### src/inc/agdl_params.svh
// timing counts and fixed levels of the adaptive gate-drive level block
`ifndef AGDL_PARAMS_SVH
`define AGDL_PARAMS_SVH

// ----------------------------------------------------------------------
// clock
// ----------------------------------------------------------------------
`define AGDL_CLK_NS        25

// ----------------------------------------------------------------------
// times in ns and their cycle counts
// ----------------------------------------------------------------------
// fixed offset of every demagnetization boundary (least time, round up)
`define AGDL_TD_OFS_NS     300
`define AGDL_TD_OFS_CYC    ((`AGDL_TD_OFS_NS + `AGDL_CLK_NS - 1) / `AGDL_CLK_NS)
// longest drive pulse (longest time, round down)
`define AGDL_TON_MAX_NS    20000
`define AGDL_TON_MAX_CYC   (`AGDL_TON_MAX_NS / `AGDL_CLK_NS)
// drain-high time that marks a primary switching stop (least time, round up)
`define AGDL_TSTOP_NS      40000
`define AGDL_TSTOP_CYC     ((`AGDL_TSTOP_NS + `AGDL_CLK_NS - 1) / `AGDL_CLK_NS)

// ----------------------------------------------------------------------
// level stepping
// ----------------------------------------------------------------------
`define AGDL_STEPS         16
`define AGDL_CONFIRM_RUNS  32
`define AGDL_LEVEL_TOP     4'hf
`define AGDL_LEVEL_LOW     4'h0

`endif

### src/inc/agdl_pkg.sv
// types shared by the adaptive gate-drive level block
package agdl_pkg;

    // ------------------------------------------------------------------
    // operating state
    // ------------------------------------------------------------------
    typedef enum logic [1:0] {
        ST_SLEEP = 2'b00,   // no drive, waiting for long demagnetization
        ST_RUN   = 2'b01,   // normal drive with level adaptation
        ST_SKIP  = 2'b10,   // first cycle after a stop, no drive
        ST_MINON = 2'b11    // second cycle after a stop, minimum pulse
    } agdl_state_e;

    // ------------------------------------------------------------------
    // low-supply cap on the drive high level
    // ------------------------------------------------------------------
    typedef enum logic [1:0] {
        LIM_NONE   = 2'b00, // step value alone
        LIM_SUPPLY = 2'b01, // min of step and supply
        LIM_DROP   = 2'b10  // min of step and supply less 1.2 V
    } agdl_limit_e;

endpackage

### src/design/agdl_band.sv
// demagnetization-time classifier: band step and sleep thresholds
`timescale 1ns/1ps
`default_nettype none
`include "agdl_params.svh"

module agdl_band (
    input  wire logic [11:0] demag_cyc_in,    // measured demagnetization cycles
    input  wire logic [9:0]  min_on_cyc_in,   // programmed minimum on-time
    output logic      [3:0]  meas_step_out,   // band index, 0 means step 1
    output logic             sleep_in_out,    // short enough to enter sleep
    output logic             sleep_out_out    // long enough to leave sleep
);

    // ------------------------------------------------------------------
    // boundary test
    // ------------------------------------------------------------------
    // 6*td >= 6*offset + tmin*(n+6), kept integral to avoid a divider
    function automatic logic reached(input logic [11:0] td,
                                     input logic [9:0]  tmin,
                                     input logic [4:0]  n);
        logic [17:0] lhs;
        logic [17:0] rhs;
        lhs = 18'(td) * 18'h6;
        rhs = 18'(`AGDL_TD_OFS_CYC) * 18'h6 + 18'(tmin) * 18'(n + 5'h6);
        return lhs >= rhs;
    endfunction

    // ------------------------------------------------------------------
    // count boundaries passed
    // ------------------------------------------------------------------
    logic [4:0] passed;   // boundaries 1..16 reached

    always_comb begin
        passed = 5'h0;
        for (int n = 1; n <= `AGDL_STEPS; n++) begin
            if (reached(demag_cyc_in, min_on_cyc_in, 5'(n))) begin
                passed = passed + 5'h1;
            end
        end
    end

    // longer demagnetization gives a higher step [RULE2] [RULE3]
    assign meas_step_out = (passed == 5'h0) ? 4'h0 : 4'(passed - 5'h1);

    // sleep in at tmin + offset, out at 1.2 tmin + offset [RULE9]
    assign sleep_in_out  = (13'(demag_cyc_in) <=
                            13'(min_on_cyc_in) + 13'(`AGDL_TD_OFS_CYC));
    assign sleep_out_out = (16'(demag_cyc_in) * 16'h5 >=
                            16'(min_on_cyc_in) * 16'h6 + 16'(5 * `AGDL_TD_OFS_CYC));

endmodule
`default_nettype wire

### src/design/agdl_top.sv
// adaptive gate-drive level control with pulse limits and low-power modes
//
// How it works
// [RULE1] pulse always ends by maximum on-time
// [RULE2] sixteen level steps tied to demagnetization bands
// [RULE3] band n edge: offset plus tmin*(n+6)/6
// [RULE4] step moves after 32 consecutive agreeing cycles
// [RULE5] adaptation enable and disable with hysteresis
// [RULE6] with adaptation enabled, low supply caps level at supply or less
// [RULE7] burst suspends adaptation, resumes at top level
// [RULE8] sleep exit restarts at low level, climbs
// [RULE9] sleep entry and exit thresholds, one cycle
// [RULE10] after stop: skip one, then minimum pulse
// [RULE11] level index saturates at both ends
`timescale 1ns/1ps
`default_nettype none
`include "agdl_params.svh"

module agdl_top (
    input  wire logic              clk_in,            // 40 MHz clock
    input  wire logic              sys_rst_in,        // sync reset, high
    input  wire logic              drain_sense_in,    // high: drain above threshold
    input  wire logic              supply_above_en_in, // above enable threshold
    input  wire logic              supply_below_dis_in, // below disable threshold
    input  wire logic              supply_low_in,     // supply too low for full level
    input  wire logic              aux_supply_pin_in, // auxiliary supply in use
    input  wire logic [9:0]        min_on_cyc_in,     // programmed minimum on-time
    output logic                   gate_drive_out,    // gate drive pulse
    output logic      [3:0]        drive_level_step_out, // level index, 0 = step 1
    output agdl_pkg::agdl_limit_e  drive_limit_out,   // low-supply cap select
    output logic                   sleep_mode_out,    // sleep state
    output logic                   burst_mode_out     // switching stop seen
);

    // ------------------------------------------------------------------
    // pin synchronisers
    // ------------------------------------------------------------------
    logic [4:0] pin_s1;     // first stage, read by second only
    logic [4:0] pin_s2;     // second stage
    logic [4:0] pin_s3;     // third stage
    logic [4:0] pin_q;      // filtered level
    wire  [4:0] pins_raw = {aux_supply_pin_in, supply_low_in, supply_below_dis_in,
                            supply_above_en_in, drain_sense_in};
    wire  [4:0] pin_agree = ~(pin_s2 ^ pin_s3); // stages two and three match

    // three stages, a change counts when stages two and three agree
    always_ff @(posedge clk_in) begin
        if (sys_rst_in) begin
            pin_s1 <= 5'h01;
            pin_s2 <= 5'h01;
            pin_s3 <= 5'h01;
            pin_q  <= 5'h01;
        end else begin
            pin_s1 <= pins_raw;
            pin_s2 <= pin_s1;
            pin_s3 <= pin_s2;
            pin_q  <= (pin_s3 & pin_agree) | (pin_q & ~pin_agree);
        end
    end

    // ------------------------------------------------------------------
    // named levels and edges
    // ------------------------------------------------------------------
    logic  drain_prev;                        // last drain level
    wire   drain_hi  = pin_q[0];              // drain above threshold
    wire   en_hit    = pin_q[1];              // supply above enable
    wire   dis_hit   = pin_q[2];              // supply below disable
    wire   sup_low   = pin_q[3];              // supply short of full level
    wire   aux_used  = pin_q[4];              // auxiliary supply present
    wire   fall      = drain_prev & ~drain_hi; // conduction starts
    wire   cyc_end   = ~drain_prev & drain_hi; // demagnetization ends

    // ------------------------------------------------------------------
    // state
    // ------------------------------------------------------------------
    agdl_pkg::agdl_state_e state;             // operating state
    agdl_pkg::agdl_state_e next_state;        // next operating state
    logic [11:0] demag_cnt;                   // cycles since conduction start
    logic [11:0] stop_cnt;                    // cycles with drain high
    logic [3:0]  idx;                         // adapted level index
    logic [3:0]  next_idx;                    // next level index
    logic [4:0]  up_run;                      // consecutive higher cycles
    logic [4:0]  dn_run;                      // consecutive lower cycles
    logic        adapt_en;                    // supply allows adaptation
    logic        gate;                        // gate drive flop
    logic        burst;                       // switching stopped
    logic [3:0]  meas_step;                   // band of the last cycle
    logic        sleep_in_hit;                // short cycle
    logic        sleep_out_hit;               // long cycle

    agdl_band u_band (
        .demag_cyc_in  (demag_cnt),
        .min_on_cyc_in (min_on_cyc_in),
        .meas_step_out (meas_step),
        .sleep_in_out  (sleep_in_hit),
        .sleep_out_out (sleep_out_hit)
    );

    // ------------------------------------------------------------------
    // decode
    // ------------------------------------------------------------------
    wire        adapting  = adapt_en & ~burst & (state == agdl_pkg::ST_RUN); // [RULE7]
    wire        step_up   = cyc_end & adapting & (meas_step > idx);
    wire        step_dn   = cyc_end & adapting & (meas_step < idx);
    wire        up_done   = step_up & (up_run == 5'(`AGDL_CONFIRM_RUNS - 1)); // [RULE4]
    wire        dn_done   = step_dn & (dn_run == 5'(`AGDL_CONFIRM_RUNS - 1)); // [RULE4]
    wire        stop_hit  = drain_hi & (stop_cnt == 12'(`AGDL_TSTOP_CYC - 1));
    wire [11:0] on_limit  = (state == agdl_pkg::ST_MINON) ? 12'(min_on_cyc_in)
                            : 12'(`AGDL_TON_MAX_CYC);
    wire        drive_ok  = (state == agdl_pkg::ST_RUN) | (state == agdl_pkg::ST_MINON);
    // pulse ends at the drain rise or at the on-time limit [RULE1] [RULE10]
    wire        next_gate = fall ? drive_ok
                            : (gate & ~cyc_end & (demag_cnt < on_limit));
    wire        next_en   = dis_hit ? 1'b0 : (en_hit ? 1'b1 : adapt_en); // [RULE5]

    // state and index selection
    always_comb begin
        next_state = state;
        next_idx   = idx;
        if (stop_hit && !burst && state != agdl_pkg::ST_SLEEP) begin
            next_state = agdl_pkg::ST_SKIP;                     // [RULE10]
            next_idx   = `AGDL_LEVEL_TOP;                       // [RULE7]
        end else if (cyc_end) begin
            unique case (state)
                agdl_pkg::ST_SLEEP: begin
                    if (sleep_out_hit) begin
                        next_state = agdl_pkg::ST_RUN;         // [RULE9]
                        next_idx   = `AGDL_LEVEL_LOW;          // [RULE8]
                    end
                end
                agdl_pkg::ST_RUN: begin
                    if (sleep_in_hit) begin
                        next_state = agdl_pkg::ST_SLEEP;       // [RULE9]
                    end else if (up_done && idx != `AGDL_LEVEL_TOP) begin
                        next_idx = idx + 4'h1;                 // [RULE4] [RULE11]
                    end else if (dn_done && idx != `AGDL_LEVEL_LOW) begin
                        next_idx = idx - 4'h1;                 // [RULE4] [RULE11]
                    end
                end
                agdl_pkg::ST_SKIP: begin
                    if (!burst) begin
                        next_state = agdl_pkg::ST_MINON;       // [RULE10]
                    end
                end
                agdl_pkg::ST_MINON: begin
                    next_state = agdl_pkg::ST_RUN;
                    next_idx   = `AGDL_LEVEL_TOP;              // [RULE7]
                end
            endcase
        end
    end

    // ------------------------------------------------------------------
    // counters and mode flags
    // ------------------------------------------------------------------
    always_ff @(posedge clk_in) begin
        if (sys_rst_in) begin
            drain_prev <= 1'b1;
            demag_cnt  <= 12'h000;
            stop_cnt   <= 12'h000;
            burst      <= 1'b0;
        end else begin
            drain_prev <= drain_hi;
            // measure conduction, saturating
            if (fall) begin
                demag_cnt <= 12'h001;
            end else if (!drain_hi && demag_cnt != 12'hfff) begin
                demag_cnt <= demag_cnt + 12'h001;
            end
            // time the drain-high gap
            if (!drain_hi) begin
                stop_cnt <= 12'h000;
            end else if (!stop_hit) begin
                stop_cnt <= stop_cnt + 12'h001;
            end
            // burst from a long stop until switching resumes [RULE7]
            if (fall) begin
                burst <= 1'b0;
            end else if (stop_hit) begin
                burst <= 1'b1;
            end
        end
    end

    // confirmation runs, broken by any disagreeing cycle
    always_ff @(posedge clk_in) begin
        if (sys_rst_in) begin
            up_run <= 5'h00;
            dn_run <= 5'h00;
        end else if (cyc_end) begin
            up_run <= (step_up && !up_done) ? up_run + 5'h01 : 5'h00; // [RULE4]
            dn_run <= (step_dn && !dn_done) ? dn_run + 5'h01 : 5'h00; // [RULE4]
        end
    end

    // state, level and outputs
    always_ff @(posedge clk_in) begin
        if (sys_rst_in) begin
            state                <= agdl_pkg::ST_SLEEP;
            idx                  <= `AGDL_LEVEL_LOW;
            adapt_en             <= 1'b0;
            gate                 <= 1'b0;
            drive_level_step_out <= `AGDL_LEVEL_TOP;
            drive_limit_out      <= agdl_pkg::LIM_NONE;
            sleep_mode_out       <= 1'b1;
            burst_mode_out       <= 1'b0;
        end else begin
            state          <= next_state;
            idx            <= next_idx;
            adapt_en       <= next_en;
            gate           <= next_gate;
            sleep_mode_out <= (next_state == agdl_pkg::ST_SLEEP);
            burst_mode_out <= (burst | stop_hit) & ~fall;
            // modulation off: full level [RULE5]
            drive_level_step_out <= next_en ? next_idx : `AGDL_LEVEL_TOP;
            // cap the level on a weak supply [RULE6]
            if (next_en && sup_low) begin
                drive_limit_out <= aux_used ? agdl_pkg::LIM_SUPPLY : agdl_pkg::LIM_DROP;
            end else begin
                drive_limit_out <= agdl_pkg::LIM_NONE;
            end
        end
    end

    assign gate_drive_out = gate;
endmodule
`default_nettype wire

### config.mk
export PLATFORM = sky130hd
export DESIGN_NAME = agdl_top
export DESIGN_NICKNAME = d
export VERILOG_FILES = /design/src/inc/agdl_pkg.sv /design/src/design/agdl_band.sv /design/src/design/agdl_top.sv
export VERILOG_INCLUDE_DIRS = /design/src /design/src/inc
export SDC_FILE = /design/constraint.sdc
export NUM_CORES = 1
export LEC_CHECK = 0
export BUFFER_PORTS_ARGS = -buffer_cell sky130_fd_sc_hd__buf_4
export CAP_MARGIN = 20
export CELL_PAD_IN_SITES_DETAIL_PLACEMENT = 0
export CELL_PAD_IN_SITES_GLOBAL_PLACEMENT = 1
export CORE_ASPECT_RATIO = 0.6
export CORE_MARGIN = 10
export CORE_UTILIZATION = 30
export CTS_BUF_LIST = sky130_fd_sc_hd__clkbuf_8
export CTS_CLUSTER_DIAMETER = 50
export DETAILED_ROUTE_END_ITERATION = 16
export GPL_ROUTABILITY_DRIVEN = 0
export GPL_TIMING_DRIVEN = 0
export PLACE_DENSITY_LB_ADDON = 0.1
export SYNTH_ARGS = -nofsm -noshare
export SYNTH_HDL_FRONTEND = slang
export SYNTH_SLANG_ARGS = --single-unit
### constraint.sdc
create_clock -name clk_in -period 47.1 [get_ports clk_in]
set_input_delay 7.065 -clock clk_in [delete_from_list [all_inputs] [get_ports clk_in]]
set_output_delay 7.065 -clock clk_in [all_outputs]
set_load 0.01 [all_outputs]
# Word level (Yosys, flattened, before mapping)
# Cells that the tools add are included.
# totals
reg_bits	72
latchBits	0
ramBits	0
mem_bits_ro	0
input_bits	17
out_inout_bits	9
word_cells	194
memories	0
# classes
add_sub_neg	40
multipliers	17
div_mod_pow	0
n_lt_le_gt_ge	21
eq_ne	8
shifts	0
muxes	39
bitwise_logic	28
n_reduce_logical	22
# op_table
op	n
$ge 15x18->1	16
$add 7x14->15 const A	8
$add 7x15->16 const A	6
$mux 5	17
$mul 10x4->14 const B	6
$add 5x1->5 const B	16
$mul 10x3->13 const B	4
$mul 10x5->15 const B	3
$add 7x13->14 const A	2
$mux 4	7
$add 12x1->12 const B	2
$mul 10x2->12 const B	2
$ge 15x16->1	1
$mul 12x3->15 const B	1
$add 13x6->14 const B	1
$mul 12x2->14 const B	1
$and 1x1->1	13
$eq 12x11->1 const B	1
$le 12x11->1	1
$lt 12x10->1	1
$mux 2	6
$ne 12x12->1 const B	1
$pmux 4 s3	1
$add 10x4->11 const B	1
other kinds (25)	57

# Depth between registers and ports, before layout
# logic_depth
depth_word	46
depth_mapped	79
ltp_nobuf	78

# Cells and area by module
# A second synthesis with hierarchy kept.
# unflattened
cells_unflattened	2428
area_unflattened_um2	20063.0
# modules_own_cells
mod	instances	cells_per_inst	area_per_inst_um2	seq_area_each_um2
agdl_band	1	2045	16704.8	0.0
agdl_top	1	383	3358.2	1441.4

# Least setup slack after synthesis
# No wires, ideal clock.
# synth_timing
kind	input to register
start	input port min_on_cyc_in[2]
end	register drive_level_step_out[2]
setup_ns	0.127
arrival_ns	20.000
slack_ns	26.973
path_stages	77
path_buffers	1
cell_sequence	clkbuf_1 > inv_1 > ha_1 > inv_1 > fa_1 > ha_1 > inv_1 > fa_1 > nor2b_1 > o21ai_0 > a21oi_1 > o21ai_0 > nand2b_1 > a21o_1 > a21o_1 > xnor2_1 > ha_1 > a21o_1 > [41 not listed] > mux2i_1 > ha_1 > nand3_1 > nor3_1 > a211oi_1 > ha_1 > nor2b_1 > o21ai_0 > nand2b_1 > a21o_1 > nand4_1 > a31oi_1 > o21a_1 > o221a_2 > nor2_1 > nor2_1 > a21oi_1 > or3_1
# synth_via
elab_chain_cells	46
word_cells_on_any_way	100
cone_classes	add/sub: 34; mul: 15; order compare: 20; mux: 24; bitwise: 4; reduce/logical: 3
# synth_lines
item	line	rtl
start: declaration	agdl_top.sv:27	input wire logic [9:0] min_on_cyc_in,
$mul 10x3->13	agdl_band.sv:24	rhs = 18'(`AGDL_TD_OFS_CYC) * 18'h6 + 18'(tmin) * 18'(n + 5'h6);
$add 7x13->14	agdl_band.sv:24	
$ge 15x18->1	agdl_band.sv:25	return lhs >= rhs;
$mux 1	agdl_band.sv:36	if (reached(demag_cyc_in, min_on_cyc_in, 5'(n))) begin
$add 1x1->2	agdl_band.sv:37	passed = passed + 5'h1;
$mux 5	agdl_band.sv:36	
$add 5x1->5	agdl_band.sv:37	
$mux 5	agdl_band.sv:36	
[30 not listed]	-	
$and 1x1->1	agdl_top.sv:106	wire dn_done = step_dn & (dn_run == 5'(`AGDL_CONFIRM_RUNS - 1));
$logic_and 1x1->1 (no source line)	-	
$mux 4	agdl_top.sv:136	end else if (dn_done && idx != `AGDL_LEVEL_LOW) begin
$mux 4	agdl_top.sv:134	end else if (up_done && idx != `AGDL_LEVEL_TOP) begin
$mux 4	agdl_top.sv:132	if (sleep_in_hit) begin
$pmux 4 s3 *	agdl_top.sv:124	unique case (state)
$mux 4 *	agdl_top.sv:123	end else if (cyc_end) begin
$mux 4 *	agdl_top.sv:120	if (stop_hit && !burst && state != agdl_pkg::ST_SLEEP) begin
end signal: assignment	agdl_top.sv:203	drive_level_step_out <= `AGDL_LEVEL_TOP;
end signal: assignment	agdl_top.sv:215	drive_level_step_out <= next_en ? next_idx : `AGDL_LEVEL_TOP;
end: declaration	agdl_top.sv:29	output logic [3:0] drive_level_step_out,
# Mark *: on every way between the ends. The rest lies on a longest branch, timed or not.
# A chain may end at the register's enable or synchronous reset.

# Final worst setup path
# Ends and elaborated chain as after synthesis.

==> qor.yml <==
vias: 16700
fill_cells: 6747
syn-num-nets: 2961
dieArea_sq_um: 76800
clk-insertion-delay-late_ps: 380
synth_largest_area_cell: "ha_1"
yosysUniqueCellTypes: 90
multi_input_area_sq_um: 17400
hpwl_um: 56600
io_buffers: 25
drc_errors: 0
die_w_um: 351
vdd_ir_drop_max_mv: 0.0118
drive_gt1_frac: 0.0487
first_pass_iters: 5
synth_edf_count: 0
final_net_count: 3016
fmax_ghz: 0.0415
worstPathArrival_ps: 24350
p_seq_frac: 0.144
synth_area_sq_um: 19700
cts-root-buf: "clkbuf_8"
hp-class: "flip-flop to flip-flop"
finalWirelength_um: 67400
period_needed_ps: 24100
core_area_sq_um: 64800
synth.area.top_cells: "ha_1 (31%), fa_1 (8.6%), xnor2_1 (7.9%), dfxtp_1 (7.3%), inv_1 (4.8%)"
powerDensity_nw_per_um2: 20.0
cts_tree: "done"
tightest_slew_ps: 1080
cpMostUsedCell: "ha_1"
clk_path_buf_depth: 2
setup.worst_path.start: "min_on_cyc_in[2]"
start_kind: "input port"
power_frac_comb: 0.738
dr.first_iter.drc_count: 1054
hold_start: "pin_s1[0]$_SDFF_PP1_"
grt_usage: 0.175
yosys.cell_count.top_type: "ha_1"
fp.dieH_um: 219
p_int_uw: 219
status: "finished clean"
clock-sinks: 72
grt_antenna_before_repair: 0
p_sw_uw: 212
ff_latch_area_sq_um: 1440
dpl_cell_area_sq_um: 21300
initial_core_util: 0.305
cts_resized: 0
skew_ps: 11.5
crit_required_ps: 47360
grt_start_max_net_pins: 24
cp_slowest_cell: "a211oi_1"
drv_slew: 0
num_rows: 72
yosysWarnings: 0
fin_area_sq_um: 21500
total_power_uw: 431
max-slew-margin-rel: 0.270
worst_r2r_startpoint: "demag_cnt[0]$_SDFFE_PP0P_"
finalSetupViolations: 0
viasPerCell: 5.10
io_pins: 26
synth_top_area_frac: 0.314
rsz0062_at_grt: "no"
netlist_top_cells_count: "ha_1 (495), inv_1 (250), xnor2_1 (179)"
clkPwrFrac: 0.118
grt_pass1_vias: 16500
max_cap_violations: 0
cts_buffers: 9
crit_path_max_fanout: 19
end_kind: "flip-flop"
hold_viol: 0
grt_overflow: 0
fin_setup_tns_ps: 0
crit_type: "input port to flip-flop"
clkTransAtPathRegs_ps: 80
wl_per_cell_um: 20.6
holdBufCountCts: 0
p_leak_uw: 0.0105
synth_seq_cells: 72
syn_inst: 2364
grt_pass1_wl_um: 103000
cts_setup_buffers: 0
final_antenna_net_count: 0
synthFlopType: "dfxtp_1"
swShare: 0.492
async_reset_ff_frac: 0
syn_avg_cell_area_sq_um: 8.35
h-tree-depth: 3
critPathMaxStageDelay_ps: 660
synthToLayoutAreaGrowth_pct: 9.20
finalCritPeriodShare: 0.512
yosysSeqAreaShare: 0.0730
-- per-stage QoR --
step / hold WS (ps) / utilization / setup slack [ps] / std cells
2_1_floorplan: 389 / - / 26970 / 2364
3_3_place_gp: 406 / 0.324 / 22400 / 3240
3_5_place_dp: 407 / 0.330 / 22940 / 3259
4_1_cts: 426 / 0.333 / 23290 / 3275
5_1_grt: 443 / 0.333 / 21880 / 3275
6_report: 424 / 0.333 / 23000 / 3277
-- final cells by class --
cell class / instances / area share
Antenna cell: 2 / 0.000232
Buffer: 21 / 0.00366
Clock buffer: 9 / 0.00575
Clock inverter: 7 / 0.00331
Inverter: 251 / 0.0437
Multi-Input combinational cell: 2020 / 0.807
Sequential cell: 72 / 0.0669
Tap cell: 851 / 0.0494
Timing Repair Buffer: 44 / 0.0205
-- kinds of logic (layout without fill, tap and decap cells) --
| logic type | after synthesis | in the layout | share of synthesized area |
|---|---|---|---|
| AOI/OAI and AO/OA | 551 | 551 | 0.180 |
| xor gates and xnor gates | 285 | 285 | 0.137 |
| adders and majority gates | 580 | 580 | 0.400 |
| buffers and inverters | 272 | 332 | 0.0517 |
| DFF | 72 | 72 | 0.0730 |
| muxes | 13 | 13 | 0.00666 |
| other | 0 | 2 | 0 |
| and+or+nand+nor | 591 | 591 | 0.151 |
-- registers in the layout, indices dropped and copies added, names as in the netlist, named ones only --
register,flops
demag_cnt,12
stop_cnt,12
dn_run,5
pin_s1,5
pin_s2,5
pin_s3,5
up_run,5
drive_level_step_out,4
idx,4
drive_limit_out,2
state,2
adapt_en,1
burst,1
burst_mode_out,1
drain_prev,1
gate_drive_out,1
sleep_mode_out,1
-- power groups by stage --
stage	Sequential, uW	Clock (uW)	Combinational (uW)
finish	62.0	50.7	318
global route	62.2	54.2	366
CTS	62.0	52.3	318
detailed placement	63.5	0	315
global placement	63.5	0	309
floorplan	63.4	0	238
-- final timing paths --
check	endpoint	slack, ps	depth (start not counted)
setup / recovery	drive_level_step_out[2]$_SDFF_PP1_	23000	77
setup reg to reg	drive_level_step_out[2]$_SDFF_PP1_	30500	70
hold reg to reg	pin_s2[0]$_SDFF_PP1_	420	1
hold / removal	pin_s2[0]$_SDFF_PP1_	420	1
-- critical path: cells and delay by family --
kind	cells	cell delay, ps
and+or+nand+nor	21	3320
muxes	3	480
xor gates and xnor gates	7	1520
adders and majority gates	14	4480
AOI/OAI and AO/OA	23	5010
buffers and inverters	9	2380
-- layout by cell type (no fill, tap or decap), types with 9 or more instances in the layout --
cell,netlist,layout
o22ai_1,10,10
nor3_1,29,29
xnor2_1,179,172
buf_4,0,26
and2_1,11,11
nand4_1,34,34
a211oi_1,26,26
nor2_1,147,147
xor2_1,90,87
o21a_1,36,36
or2_2,12,12
a21oi_1,167,167
buf_8,0,12
nor2b_1,52,52
inv_1,250,251
nand2_1,133,133
mux2i_1,12,12
a31oi_1,21,21
dfxtp_1,72,72
o21bai_1,39,39
and3_1,32,32
clkbuf_1,20,20
fa_1,85,85
nand3_1,50,50
ha_1,495,495
a21boi_0,9,9
clkbuf_8,0,9
nand2b_1,43,43
nor3b_1,9,9
xnor2_2,3,10
a21o_1,44,44
o21ai_0,114,114
-- per-layer routing --
metal,part of all wire,up-vias,track usage
li1,-,8461,-
met1,0.58,7909,0.288
met2,0.36,308,0.234
met3,0.048,45,0.0276
met4,0.011,0,0.0208
met5,0,-,0
Note: power is estimated with default switching activity, not from simulation.
